**src/rtl/txb_params.svh**
```systemverilog
// offsets, field positions, reset values and codes of the transmit burst fetch
// assumes byte addresses on the 8-bit register port, one 32-bit word per register
`ifndef TXB_PARAMS_SVH
`define TXB_PARAMS_SVH

// ------------------------------------------------------------
// register offsets
// ------------------------------------------------------------
`define TXB_ENQ_OFS 8'h00
`define TXB_STAT_OFS 8'h04
`define TXB_MASK_OFS 8'h08
`define TXB_STATE_OFS 8'h0C
`define TXB_VLAN_OFS 8'h40

// ------------------------------------------------------------
// enqueue word fields
// ------------------------------------------------------------
`define TXB_CNT_MSB 15
`define TXB_SEL_MSB 21
`define TXB_SEL_LSB 16
`define TXB_IRQ_BIT 24
`define TXB_ENQ_USED 32'h013F_FFFF
`define TXB_ENQ_RST 32'h0000_0000

// ------------------------------------------------------------
// transmit header fields
// ------------------------------------------------------------
`define TXB_LEN_MSB 15
`define TXB_KIND_MSB 19
`define TXB_KIND_LSB 16
`define TXB_VIDX_LSB 24
`define TXB_VINS_BIT 28
`define TXB_KIND_TX 4'h2
`define TXB_VLAN_TPID 16'h8100
`define TXB_HDR_BYTES 18'h0_0004

// ------------------------------------------------------------
// status and mask bits, reset values
// ------------------------------------------------------------
`define TXB_ST_DONE 0
`define TXB_ST_BAD 1
`define TXB_ST_DROP 2
`define TXB_STAT_RST 3'h0
`define TXB_MASK_RST 3'h7

`endif

```
**src/rtl/txb_pkg.sv**
```systemverilog
// types shared by the transmit burst fetch modules
// assumes nothing beyond a SystemVerilog compiler
package txb_pkg;

  // ------------------------------------------------------------
  // fetch states, one-hot
  // ------------------------------------------------------------
  typedef enum logic [4:0] {
    S_IDLE = 5'h01,
    S_HDR = 5'h02,
    S_DATA = 5'h04,
    S_PUSH = 5'h08,
    S_DONE = 5'h10
  } fetch_e;

endpackage

```
**src/rtl/txb_ctl_if.sv**
```systemverilog
// carrier between the register file and the fetch core
// assumes both ends sit on the same clock
`timescale 1ns/10ps
interface txb_ctl_if #(parameter int VIDX_W = 4);
  logic enq;
  logic [31:0] enq_word;
  logic busy;
  logic done;
  logic done_irq;
  logic bad_hdr;
  logic [17:0] offset;
  logic [VIDX_W-1:0] vidx;
  logic [15:0] vlan_tci;

  modport regs_mp(output enq, enq_word, vlan_tci, input busy, done, done_irq, bad_hdr, offset, vidx);
  modport core_mp(input enq, enq_word, vlan_tci, output busy, done, done_irq, bad_hdr, offset, vidx);
endinterface

```
**src/rtl/tx_burst_buffer_fetch.sv**
```systemverilog
// transmit burst fetch: enqueue register, header walk, word stream to the mac
// assumes a host-memory read port that answers with ack and data together
//
// Design decisions made here: the plain strobed port and the register addresses.
`timescale 1ns/10ps
`include "txb_params.svh"

// Contract
// - writing the enqueue register starts fetching the named host buffer
// - bits 15:0 give the byte count fetched from the buffer
// - bits 21:16 select the pre-allocated host buffer
// - bit 24 asks for an interrupt when the fetch completes
// - first word of the buffer is a transmit header
// - packet bytes start right after the header, no gap
// - header kind 0x2 marks a transmit request
// - header length counts the packet bytes that follow
// - next header position comes from the current length
// - every header starts on an eight-byte boundary
// - only the transmit header kind is recognised
// - vlan table index picks the tag-control entry
// - vlan insert bit builds a tag from that entry for the packet
module tx_burst_buffer_fetch #(
  parameter int VIDX_W = 4
) (
  input wire logic CLK_IN,
  input wire logic RST_B_IN,
  input wire logic [7:0] REG_ADDR_IN,
  input wire logic [31:0] REG_WDATA_IN,
  input wire logic REG_WR_IN,
  input wire logic REG_RD_IN,
  output logic [31:0] REG_RDATA_OUT,
  output logic IRQ_OUT,
  output logic MEM_RD_REQ_OUT,
  output logic [5:0] MEM_BUF_SEL_OUT,
  output logic [15:0] MEM_ADDR_OUT,
  input wire logic MEM_RD_ACK_IN,
  input wire logic [31:0] MEM_RDATA_IN,
  output logic TX_VALID_OUT,
  output logic [31:0] TX_DATA_OUT,
  output logic [2:0] TX_BYTES_OUT,
  output logic TX_FIRST_OUT,
  output logic TX_LAST_OUT,
  output logic TX_VLAN_EN_OUT,
  output logic [31:0] TX_VLAN_TAG_OUT,
  input wire logic TX_READY_IN
);
  // ------------------------------------------------------------
  // reset, registers, carrier
  // ------------------------------------------------------------
  logic rst_n;
  txb_ctl_if #(.VIDX_W(VIDX_W)) ctl ();

  txb_rst_sync u_rst (
    .clk_in(CLK_IN),
    .rst_b_in(RST_B_IN),
    .rst_b_out(rst_n)
  );

  txb_regs #(.VIDX_W(VIDX_W)) u_regs (
    .clk_in(CLK_IN),
    .rst_b_in(rst_n),
    .addr_in(REG_ADDR_IN),
    .wdata_in(REG_WDATA_IN),
    .wr_in(REG_WR_IN),
    .rd_in(REG_RD_IN),
    .rdata_out(REG_RDATA_OUT),
    .irq_out(IRQ_OUT),
    .ctl(ctl)
  );

  // ------------------------------------------------------------
  // helpers
  // ------------------------------------------------------------
  // header, packet bytes, then up to the next eight-byte boundary
  function automatic logic [17:0] next_hdr(input logic [17:0] o, input logic [15:0] len);
    logic [17:0] t;
    t = o + `TXB_HDR_BYTES + {2'b00, len} + 18'h0_0007;
    next_hdr = {t[17:3], 3'b000};
  endfunction

  // a whole header word must still fit inside the byte count
  function automatic logic hdr_fits(input logic [17:0] o, input logic [17:0] cnt);
    hdr_fits = (o + `TXB_HDR_BYTES) <= cnt;
  endfunction

  txb_pkg::fetch_e state_ff, nxt_state;
  logic [17:0] off_ff, nxt_off;
  logic [17:0] cnt_ff, nxt_cnt;
  logic [17:0] next_ff, nxt_next;
  logic [15:0] left_ff, nxt_left;
  logic [5:0] sel_ff, nxt_sel;
  logic irq_ff, nxt_irq;
  logic [31:0] data_ff, nxt_data;
  logic [2:0] bytes_ff, nxt_bytes;
  logic first_ff, nxt_first;
  logic last_ff, nxt_last;
  logic vins_ff, nxt_vins;
  logic [VIDX_W-1:0] vidx_ff, nxt_vidx;
  logic [31:0] vtag_ff, nxt_vtag;
  logic bad_hdr;
  logic [15:0] hdr_len;
  logic [3:0] hdr_kind;
  logic kind_ok;

  // header fields as they arrive from memory
  assign hdr_len = MEM_RDATA_IN[`TXB_LEN_MSB:0];
  assign hdr_kind = MEM_RDATA_IN[`TXB_KIND_MSB:`TXB_KIND_LSB];
  assign kind_ok = (hdr_kind == `TXB_KIND_TX);

  // ------------------------------------------------------------
  // fetch and parse state machine
  // ------------------------------------------------------------
  // next values; enqueues while busy are refused and flagged by the regs
  always_comb begin
    nxt_state = state_ff;
    nxt_off = off_ff;
    nxt_cnt = cnt_ff;
    nxt_next = next_ff;
    nxt_left = left_ff;
    nxt_sel = sel_ff;
    nxt_irq = irq_ff;
    nxt_data = data_ff;
    nxt_bytes = bytes_ff;
    nxt_first = first_ff;
    nxt_last = last_ff;
    nxt_vins = vins_ff;
    nxt_vidx = vidx_ff;
    nxt_vtag = vtag_ff;
    bad_hdr = 1'b0;
    case (state_ff)
      txb_pkg::S_IDLE: begin
        if (ctl.enq) begin
          nxt_cnt = {2'b00, ctl.enq_word[`TXB_CNT_MSB:0]};
          nxt_sel = ctl.enq_word[`TXB_SEL_MSB:`TXB_SEL_LSB];
          nxt_irq = ctl.enq_word[`TXB_IRQ_BIT];
          nxt_off = 18'h0_0000;
          nxt_state = hdr_fits(18'h0_0000, {2'b00, ctl.enq_word[`TXB_CNT_MSB:0]}) ?
                      txb_pkg::S_HDR : txb_pkg::S_DONE;
        end
      end
      txb_pkg::S_HDR: begin
        if (MEM_RD_ACK_IN) begin
          if (!kind_ok) begin
            bad_hdr = 1'b1;
            nxt_state = txb_pkg::S_DONE;
          end else begin
            nxt_next = next_hdr(off_ff, hdr_len);
            nxt_vins = MEM_RDATA_IN[`TXB_VINS_BIT];
            nxt_vidx = MEM_RDATA_IN[`TXB_VIDX_LSB +: VIDX_W];
            nxt_first = 1'b1;
            if (hdr_len == 16'h0000) begin
              nxt_off = next_hdr(off_ff, hdr_len);
              nxt_state = hdr_fits(next_hdr(off_ff, hdr_len), cnt_ff) ? txb_pkg::S_HDR : txb_pkg::S_DONE;
            end else begin
              nxt_off = off_ff + `TXB_HDR_BYTES;
              nxt_left = hdr_len;
              nxt_state = txb_pkg::S_DATA;
            end
          end
        end
      end
      txb_pkg::S_DATA: begin
        if (MEM_RD_ACK_IN) begin
          nxt_data = MEM_RDATA_IN;
          nxt_last = (left_ff <= 16'h0004);
          nxt_bytes = (left_ff <= 16'h0004) ? left_ff[2:0] : 3'h4;
          nxt_vtag = {`TXB_VLAN_TPID, ctl.vlan_tci};
          nxt_state = txb_pkg::S_PUSH;
        end
      end
      txb_pkg::S_PUSH: begin
        if (TX_READY_IN) begin
          nxt_first = 1'b0;
          if (last_ff) begin
            nxt_off = next_ff;
            nxt_state = hdr_fits(next_ff, cnt_ff) ? txb_pkg::S_HDR : txb_pkg::S_DONE;
          end else begin
            // padding to whole words lets every fetch stay word aligned
            nxt_left = left_ff - 16'h0004;
            nxt_off = off_ff + `TXB_HDR_BYTES;
            nxt_state = txb_pkg::S_DATA;
          end
        end
      end
      txb_pkg::S_DONE: begin
        nxt_state = txb_pkg::S_IDLE;
      end
      default: begin
        nxt_state = txb_pkg::S_IDLE;
      end
    endcase
  end

  // state registers
  always_ff @(posedge CLK_IN or negedge rst_n) begin
    if (!rst_n) begin
      state_ff <= txb_pkg::S_IDLE;
      off_ff <= 18'h0_0000;
      cnt_ff <= 18'h0_0000;
      next_ff <= 18'h0_0000;
      left_ff <= 16'h0000;
      sel_ff <= 6'h00;
      irq_ff <= 1'b0;
      data_ff <= 32'h0000_0000;
      bytes_ff <= 3'h0;
      first_ff <= 1'b0;
      last_ff <= 1'b0;
      vins_ff <= 1'b0;
      vidx_ff <= '0;
      vtag_ff <= 32'h0000_0000;
    end else begin
      state_ff <= nxt_state;
      off_ff <= nxt_off;
      cnt_ff <= nxt_cnt;
      next_ff <= nxt_next;
      left_ff <= nxt_left;
      sel_ff <= nxt_sel;
      irq_ff <= nxt_irq;
      data_ff <= nxt_data;
      bytes_ff <= nxt_bytes;
      first_ff <= nxt_first;
      last_ff <= nxt_last;
      vins_ff <= nxt_vins;
      vidx_ff <= nxt_vidx;
      vtag_ff <= nxt_vtag;
    end
  end

  // ------------------------------------------------------------
  // outputs and carrier
  // ------------------------------------------------------------
  // request held until ack; address changes only after an ack
  assign MEM_RD_REQ_OUT = (state_ff == txb_pkg::S_HDR) || (state_ff == txb_pkg::S_DATA);
  assign MEM_BUF_SEL_OUT = sel_ff;
  assign MEM_ADDR_OUT = off_ff[15:0];
  assign TX_VALID_OUT = (state_ff == txb_pkg::S_PUSH);
  assign TX_DATA_OUT = data_ff;
  assign TX_BYTES_OUT = bytes_ff;
  assign TX_FIRST_OUT = first_ff;
  assign TX_LAST_OUT = last_ff;
  assign TX_VLAN_EN_OUT = vins_ff;
  assign TX_VLAN_TAG_OUT = vtag_ff;

  assign ctl.busy = (state_ff != txb_pkg::S_IDLE);
  assign ctl.done = (state_ff == txb_pkg::S_DONE);
  assign ctl.done_irq = irq_ff;
  assign ctl.bad_hdr = bad_hdr;
  assign ctl.offset = off_ff;
  assign ctl.vidx = vidx_ff;
endmodule

```
**src/rtl/txb_rst_sync.sv**
```systemverilog
// reset release synchroniser: asserts at once, releases after two edges
// assumes an active-low asynchronous reset pin
`timescale 1ns/10ps
module txb_rst_sync (
  input wire logic clk_in,
  input wire logic rst_b_in,
  output logic rst_b_out
);
  logic meta_ff;
  logic hold_ff;

  // second stage alone feeds the design
  always_ff @(posedge clk_in or negedge rst_b_in) begin
    if (!rst_b_in) begin
      meta_ff <= 1'b0;
      hold_ff <= 1'b0;
    end else begin
      meta_ff <= 1'b1;
      hold_ff <= meta_ff;
    end
  end

  assign rst_b_out = hold_ff;
endmodule

```
**src/rtl/txb_regs.sv**
```systemverilog
// register port slave: enqueue, status, mask, state and vlan tag table
// assumes single-cycle strobes, never read and write together
`timescale 1ns/10ps
`include "txb_params.svh"
module txb_regs #(
  parameter int VIDX_W = 4
) (
  input wire logic clk_in,
  input wire logic rst_b_in,
  input wire logic [7:0] addr_in,
  input wire logic [31:0] wdata_in,
  input wire logic wr_in,
  input wire logic rd_in,
  output logic [31:0] rdata_out,
  output logic irq_out,
  txb_ctl_if.regs_mp ctl
);
  localparam int ENTRIES = 2 ** VIDX_W;
  localparam logic [8:0] VLAN_END = 9'(`TXB_VLAN_OFS) + 9'(4 * ENTRIES);

  logic [2:0] stat_ff, nxt_stat;
  logic [2:0] mask_ff, nxt_mask;
  logic [31:0] rdata_ff, nxt_rdata;
  logic [15:0] vlan_ff [ENTRIES];
  logic [15:0] nxt_vlan [ENTRIES];

  // table window decode, used by write and read
  function automatic logic vlan_hit(input logic [7:0] a);
    vlan_hit = ({1'b0, a} >= 9'(`TXB_VLAN_OFS)) && ({1'b0, a} < VLAN_END);
  endfunction

  // ------------------------------------------------------------
  // enqueue strobe, reserved bits dropped here
  // ------------------------------------------------------------
  assign ctl.enq = wr_in && (addr_in == `TXB_ENQ_OFS);
  assign ctl.enq_word = wdata_in & `TXB_ENQ_USED;
  assign ctl.vlan_tci = vlan_ff[ctl.vidx];

  // next values: set wins over write-one-to-clear
  always_comb begin
    nxt_stat = stat_ff;
    nxt_mask = mask_ff;
    nxt_vlan = vlan_ff;
    nxt_rdata = 32'h0000_0000;
    if (wr_in && addr_in == `TXB_STAT_OFS) begin
      nxt_stat = stat_ff & ~wdata_in[2:0];
    end
    if (wr_in && addr_in == `TXB_MASK_OFS) begin
      nxt_mask = wdata_in[2:0];
    end
    if (wr_in && vlan_hit(addr_in)) begin
      nxt_vlan[addr_in[VIDX_W+1:2]] = wdata_in[15:0];
    end
    if (ctl.done && ctl.done_irq) begin
      nxt_stat[`TXB_ST_DONE] = 1'b1;
    end
    if (ctl.bad_hdr) begin
      nxt_stat[`TXB_ST_BAD] = 1'b1;
    end
    if (ctl.enq && ctl.busy) begin
      nxt_stat[`TXB_ST_DROP] = 1'b1;
    end
    if (rd_in) begin
      case (addr_in)
        `TXB_STAT_OFS: nxt_rdata = {29'h0, stat_ff};
        `TXB_MASK_OFS: nxt_rdata = {29'h0, mask_ff};
        `TXB_STATE_OFS: nxt_rdata = {ctl.busy, 13'h0, ctl.offset};
        default: nxt_rdata = vlan_hit(addr_in) ? {16'h0, vlan_ff[addr_in[VIDX_W+1:2]]} : 32'h0000_0000;
      endcase
    end
  end

  // state registers
  always_ff @(posedge clk_in or negedge rst_b_in) begin
    if (!rst_b_in) begin
      stat_ff <= `TXB_STAT_RST;
      mask_ff <= `TXB_MASK_RST;
      rdata_ff <= 32'h0000_0000;
      for (int i = 0; i < ENTRIES; i++) begin
        vlan_ff[i] <= 16'h0000;
      end
    end else begin
      stat_ff <= nxt_stat;
      mask_ff <= nxt_mask;
      rdata_ff <= nxt_rdata;
      vlan_ff <= nxt_vlan;
    end
  end

  assign rdata_out = rdata_ff;
  assign irq_out = |(stat_ff & mask_ff);
endmodule

```
**config.mk**
```make
export PLATFORM = sky130hd
export DESIGN_NAME = tx_burst_buffer_fetch
export DESIGN_NICKNAME = d
export VERILOG_FILES = /design/src/rtl/txb_pkg.sv /design/src/rtl/txb_ctl_if.sv /design/src/rtl/tx_burst_buffer_fetch.sv /design/src/rtl/txb_rst_sync.sv /design/src/rtl/txb_regs.sv
export VERILOG_INCLUDE_DIRS = /design/src /design/src/rtl
export SDC_FILE = /design/constraint.sdc
export NUM_CORES = 1
export LEC_CHECK = 0
export ABC_AREA = 1
export BUFFER_PORTS_ARGS = -buffer_cell sky130_fd_sc_hd__buf_2
export CAP_MARGIN = 15
export CELL_PAD_IN_SITES_DETAIL_PLACEMENT = 0
export CELL_PAD_IN_SITES_GLOBAL_PLACEMENT = 1
export CORE_ASPECT_RATIO = 1.1
export CORE_MARGIN = 4
export CORE_UTILIZATION = 30
export CTS_BUF_LIST = sky130_fd_sc_hd__clkbuf_8
export DETAILED_ROUTE_END_ITERATION = 16
export PLACE_DENSITY_LB_ADDON = 0.1
export SLEW_MARGIN = 10
export SYNTH_ARGS = -nofsm -noshare
export SYNTH_HDL_FRONTEND = slang
export SYNTH_SLANG_ARGS = --single-unit
```
**constraint.sdc**
```tcl
create_clock -name CLK_IN -period 19.5 [get_ports CLK_IN]
set_input_delay 3.9 -clock CLK_IN [delete_from_list [all_inputs] [get_ports CLK_IN]]
set_output_delay 3.9 -clock CLK_IN [all_outputs]
set_load 0.01 [all_outputs]
```
==> impl_metrics.yaml, run 1 <==
logic_synthesis:
  synth_area_sq_um: 22480
  avgSynthCellArea_sq_um: 7.891
  netlist_instances: 2849
  ys_warn_count: 0
  synth-async-reset-ratio_pct: 100.0
  synth_seq_area_share_pct: 46.44
  ys.flop_type: "dfrtp_1"
  synth_edf_count: 0
  synth_seq_cells: 417
  synth_cell_type_count: 52
clocking:
  tritoncts: "yes"
  cts_setup_buffers: 0
  cts_sinks: 417
  clockRootBuffer: "clkbuf_8"
  cts-resized-gates: 0
  cts_hold_buffers: 0
  htree_levels: 3
  clkLatencyLatePin_ns: 0.68
  clkTransAtPathRegs_ns: 0.06
  cts_buffers: 85
  clock_path_buffers: 3
setup_path:
  cp.required_ns: 20.07
  start_kind: "input port"
  path_max_fanout: 4
  end_kind: "flop"
  crit-reg2reg-capture: "state_ff[4]"
  rrSetupSlack_ns: 14.64
  worstReg2RegStart: "ctl.offset[2]"
  crit_type: "input port to flop"
  reg2reg_depth: 23
  crit_arrival_ns: 7.28
detailed_routing:
  first_iter_violations: 1945
  drc: 0
  wl_per_cell_um: 23.73
  drtAntennaViolNets: 0
  vias: 21110
  firstDrtPassIters: 6
  wl_um: 94080
  vias_per_cell: 5.325
power_and_ir_drop:
  fin_total_pwr_mw: 2.926
  ir_worst_vdd_mv: 0.04946
  power-per-cell-area_nw_per_um2: 114.4
  p_leak_nw: 11.96
floorplanning:
  die_y_um: 295.1
  core_area_sq_um: 74490
  rows: 105
  die_x_um: 269
  ios: 205
  initial_utilization_pct: 30.18
  dieArea_sq_um: 79380
grt:
  busiest_layer: "met2"
  grt_use_met3_pct: 3.745
  grt_use_met2_pct: 37.20
  overflow: 0
  grt_start_max_net_pins: 85
  use_met1_pct: 32.76
  grt_first_pass_wirelength_um: 139400
  antenna_found_initial: 2
  grt_use_total_pct: 23.48
  first_global_vias: 20790
sta:
  fmax_mhz: 149.1
  min_period_ns: 6.709
  setup_slack_ns: 12.79
  final-setup-viol-count: 0
  relSlewSlack_pct: 30.37
  rsz0062_at_grt: "no"
  skew_ns: 0.03873
  finalCritPeriodShare_pct: 34.41
  finalHoldViolations: 0
  final_max_slew_viol_count: 0
  tns_ns: 0
  worst_pin_slew_ns: 1.043
placement:
  port_buffers: 166
  gp_congestion: 0.8634
  preCtsSetupSlack_ns: 12.12
  hpwl_um: 59270
job:
  maxCapViolations: 0
worst_hold_path:
  hold_end: "u_rst.rst_b_out"
  hold_path_class: "flop to flop"
  hold_path_depth: 0
  hold_start: "u_rst.meta_ff"
cells_and_area:
  utilization_pct: 34.33
  final_cell_mix: "nand2_1 (660), o21ai_0 (478), dfrtp_1 (410)"
  fin_nets: 3079
  num-fill-cells: 7925
  layout_commonest_cell: "nand2_1"
  drive_gt1_share_pct: 13.11
  area_growth_pct: 13.76
run_status:
  run_status: "completed"
-- final cells by class --
type / instances / area (sq um) / area share [%]
sequential: 417 / 10450 / 40.86
multi-input combinational: 2054 / 10450 / 40.86
antenna: 4 / 10.01 / 0.03914
timing repair buffer: 210 / 1161 / 4.540
tap: 963 / 1205 / 4.712
inverter: 175 / 660.6 / 2.583
clock buffer: 106 / 1459 / 5.705
clock inverter: 35 / 180.2 / 0.7045
-- kinds of logic (layout without fill, tap and decap cells) --
group | after synthesis | in the layout | share of synthesized area (%)
adders and majority gates | 58 | 58 | 3.228
and+or+nand+nor | 1135 | 1135 | 20.91
buffers and inverters | 406 | 526 | 7.770
AOI/OAI and AO/OA | 802 | 802 | 20.42
other | 2 | 34 | 0.03341
muxes | 7 | 7 | 0.3507
DFF | 417 | 417 | 46.44
xor gates and xnor gates | 22 | 22 | 0.8571
-- cells in the mapped netlist, drive strengths merged (6+ instances only) --
| master | count | share of area, % |
|---|---|---|
| a21boi | 14 | 0.47 |
| a21oi | 53 | 1.2 |
| a22oi | 72 | 2.4 |
| a2bb2oi | 8 | 0.31 |
| a31oi | 46 | 1.3 |
| buf | 89 | 2.5 |
| clkbuf | 142 | 2.4 |
| dfrtp | 413 | 46 |
| ha | 58 | 3.2 |
| inv | 173 | 2.9 |
| mux2 | 7 | 0.35 |
| nand2 | 666 | 11 |
| nand3 | 152 | 3.4 |
| nand4 | 27 | 0.78 |
| nor2 | 238 | 4.0 |
| nor3 | 17 | 0.47 |
| nor4 | 9 | 0.37 |
| o211ai | 6 | 0.20 |
| o21a | 9 | 0.30 |
| o21ai | 511 | 11 |
| o221ai | 42 | 1.6 |
| o22ai | 28 | 0.78 |
| or2 | 20 | 0.56 |
| xor2 | 18 | 0.70 |
-- per-stage QoR --
step / cells / instance area, sq um / hold WS [ns]
finish: 3964 / 25570 / 0.3496
global route: 3962 / 25570 / 0.3611
CTS: 3960 / 25560 / 0.3497
detailed placement: 3819 / 23920 / 0.3364
global placement: 3819 / 23920 / 0.3328
floorplan: 2877 / 22590 / 0.3312
-- per-layer routing --
| layer | share of wire, % | vias to the layer above |
|---|---|---|
| met5 | 0 | - |
| met3 | 6.6 | 150 |
| met1 | 45 | 10350 |
| met2 | 46 | 838 |
| li1 | - | 9767 |
| met4 | 2.9 | 0 |
-- state kept, by name, summed over array words and instances, names as in the netlist, 4 cells and up --
signal,flops
TX_DATA_OUT,32
ctl.offset,16
next_ff,15
left_ff,16
MEM_BUF_SEL_OUT,6
cnt_ff,16
state_ff,5
TX_VLAN_TAG_OUT,17
u_regs.rdata_out,19
u_regs.vlan_ff,256
ctl.vidx,4
-- worst max path at each step --
stage / from / to / slack [ns] / cells past startpoint
floorplan: u_rst.rst_b_out / MEM_BUF_SEL_OUT[0] / 7.02 / 0
global placement: MEM_RDATA_IN[2] / state_ff[4] / 12.11 / 24
detailed placement: MEM_RDATA_IN[2] / state_ff[4] / 12.12 / 24
CTS: MEM_RDATA_IN[7] / state_ff[4] / 12.88 / 20
global route: MEM_RDATA_IN[7] / state_ff[4] / 12.53 / 20
finish: MEM_RDATA_IN[7] / state_ff[4] / 12.79 / 20
-- report_power, final --
| group | internal [mW] | total, mW | switching (mW) |
|---|---|---|---|
| logic | 0.291 | 0.861 | 0.571 |
| clock network | 0.496 | 0.901 | 0.404 |
| registers | 1.03 | 1.16 | 0.138 |
-- critical path: stages --
cell      delay (ns)
buf_2           0.12
ha_1            0.29
ha_1            0.35
a21oi_1         0.23
a21boi_0        0.26
nand2_1         0.16
nand2_1         0.11
nand2_1         0.08
nand2_1         0.07
nand3_1         0.07
and2_1          0.21
ha_1            0.29
nand2_1         0.07
nor2_1          0.20
nand4_1         0.11
or3_1           0.31
nand2_1         0.14
nand3_1         0.09
a21oi_1         0.16
nor2_1          0.05
Note: power is estimated with default switching activity, not from simulation.
==> run 2, diff against run 1 <==
clock period = 5.8 ns   (was 19.5 ns; I/O delays follow)
==> run 2 against run 1 <==
Clock-buffer cell count is 7 lower; die area stayed put; global-route usage is 0.072 points higher; utilization is 0.31 points higher; register-to-register slack worse by 14 ns; final cell count is 0.40% higher; sequential cell count stayed put; largest cell class unchanged; largest power group unchanged; highest routed layer unchanged.
==> impl_metrics.yaml, run 2 (synthesis gave the netlist of run 1 again) <==
clocking:
  tritoncts: "yes"
  cts_buffers: 84
  clockRootBuffer: "clkbuf_8"
  cts-resized-gates: 0
  clkTransAtPathRegs_ns: 0.06
  cts_hold_buffers: 0
  clock_path_buffers: 3
  htree_levels: 3
  cts_setup_buffers: 0
  cts_sinks: 417
  clkLatencyLatePin_ns: 0.68
setup_path:
  reg2reg_depth: 27
  cp.required_ns: 6.37
  end_kind: "flop"
  rrSetupSlack_ns: 1.01
  path_max_fanout: 5
  worstReg2RegStart: "ctl.offset[2]"
  start_kind: "flop"
  crit-reg2reg-capture: "state_ff[4]"
  crit_arrival_ns: 5.35
  crit_type: "flop to flop"
job:
  maxCapViolations: 0
grt:
  overflow: 0
  grt_use_total_pct: 23.55
  grt_start_max_net_pins: 135
  grt_first_pass_wirelength_um: 139600
  antenna_found_initial: 6
  first_global_vias: 20570
sta:
  skew_ns: 0.02565
  worst_pin_slew_ns: 1.065
  finalHoldViolations: 0
  final_max_slew_viol_count: 0
  finalCritPeriodShare_pct: 82.57
  hold_ws_ns: 0.2439
  final-setup-viol-count: 0
  fmax_mhz: 208.8
  tns_ns: 0
  setup_slack_ns: 1.011
  rsz0062_at_grt: "no"
  relSlewSlack_pct: 28.91
  min_period_ns: 4.789
placement:
  gp_congestion: 0.8622
  hpwl_um: 60130
  preCtsSetupSlack_ns: 1.053
  port_buffers: 166
detailed_routing:
  first_iter_violations: 1941
  vias_per_cell: 5.326
  firstDrtPassIters: 5
  drc: 0
  vias: 21200
  wl_um: 94830
  wl_per_cell_um: 23.83
  drtAntennaViolNets: 0
floorplanning:
  die_x_um: 269
  initial_utilization_pct: 30.18
  core_area_sq_um: 74490
  rows: 105
  ios: 205
  die_y_um: 295.1
  dieArea_sq_um: 79380
cells_and_area:
  num-fill-cells: 7836
  drive_gt1_share_pct: 13.69
  layout_commonest_cell: "nand2_1"
  final_cell_mix: "nand2_1 (660), o21ai_0 (478), dfrtp_1 (410)"
  largest_register_ffs: 256
  fin_nets: 3092
  area_growth_pct: 14.80
  utilization_pct: 34.65
  final-seq-area_sq_um: 10450
  multi_input_area_sq_um: 10450
  top_register: "u_regs.vlan_ff"
power_and_ir_drop:
  power-per-cell-area_nw_per_um2: 389.2
  fin_total_pwr_mw: 10.04
  p_leak_nw: 12.08
  ir_worst_vdd_mv: 0.1664
worst_hold_path:
  hold_path_class: "flop to async pin"
run_status:
  run_status: "completed"
-- run 2: critical path, stage by stage, from the launching register on --
cell and delay [ns]:
dfrtp_1 0.48, ha_1 0.24, nand2_1 0.09, nor2_1 0.21
nand2_1 0.14, nor2_1 0.18, nand2_1 0.15, nand2_1 0.12
inv_1 0.05, ha_1 0.28, ha_1 0.35, nand2_1 0.11
inv_1 0.04, a21oi_1 0.13, nand2_1 0.17, nand2_1 0.11
nand2_1 0.08, xnor2_1 0.32, inv_1 0.10, ha_1 0.31
nand2_1 0.06, nor2_1 0.16, nand4_1 0.10, or3_1 0.32
nand2_1 0.13, nand3_1 0.08, a21oi_1 0.14, nor2_1 0.05
-- run 2: routing by layer --
| metal | GRT usage (%) | wire length, um | vias to the layer above |
|---|---|---|---|
| li1 | - | - | 9818 |
| met1 | 33.15 | 43190 | 10450 |
| met2 | 37.54 | 43600 | 793 |
| met3 | 3.612 | 5663 | 141 |
| met4 | 7.179 | 2376 | 0 |
| met5 | 0 | 0 | - |
-- run 2: worst max path at each step --
stage / from / depth (start not counted) / to
floorplan: u_rst.rst_b_out / 0 / MEM_BUF_SEL_OUT[0]
global placement: ctl.offset[2] / 27 / state_ff[4]
detailed placement: ctl.offset[2] / 27 / state_ff[4]
CTS: ctl.offset[2] / 27 / state_ff[4]
global route: ctl.offset[2] / 27 / state_ff[4]
finish: ctl.offset[2] / 27 / state_ff[4]
-- run 2: area by class of cell --
| type | count | area share, % |
|---|---|---|
| clock inverter | 47 | 1.358 |
| timing repair buffer | 224 | 5.149 |
| tap | 963 | 4.669 |
| multi-input combinational | 2054 | 40.49 |
| sequential | 417 | 40.49 |
| antenna | 1 | 0.009696 |
| inverter | 175 | 2.560 |
| clock buffer | 99 | 5.280 |
-- run 2: through the flow --
stage / instances / cell area, sq um
floorplan: 2877 / 22590
global placement: 3833 / 24090
detailed placement: 3833 / 24090
CTS: 3979 / 25800
global route: 3980 / 25810
finish: 3980 / 25810
-- run 2: where the power goes --
group / switching, mW / total, mW / internal [mW]
clock: 1.43 / 3.21 / 1.77
combinational: 1.94 / 2.93 / 0.994
sequential: 0.456 / 3.90 / 3.45
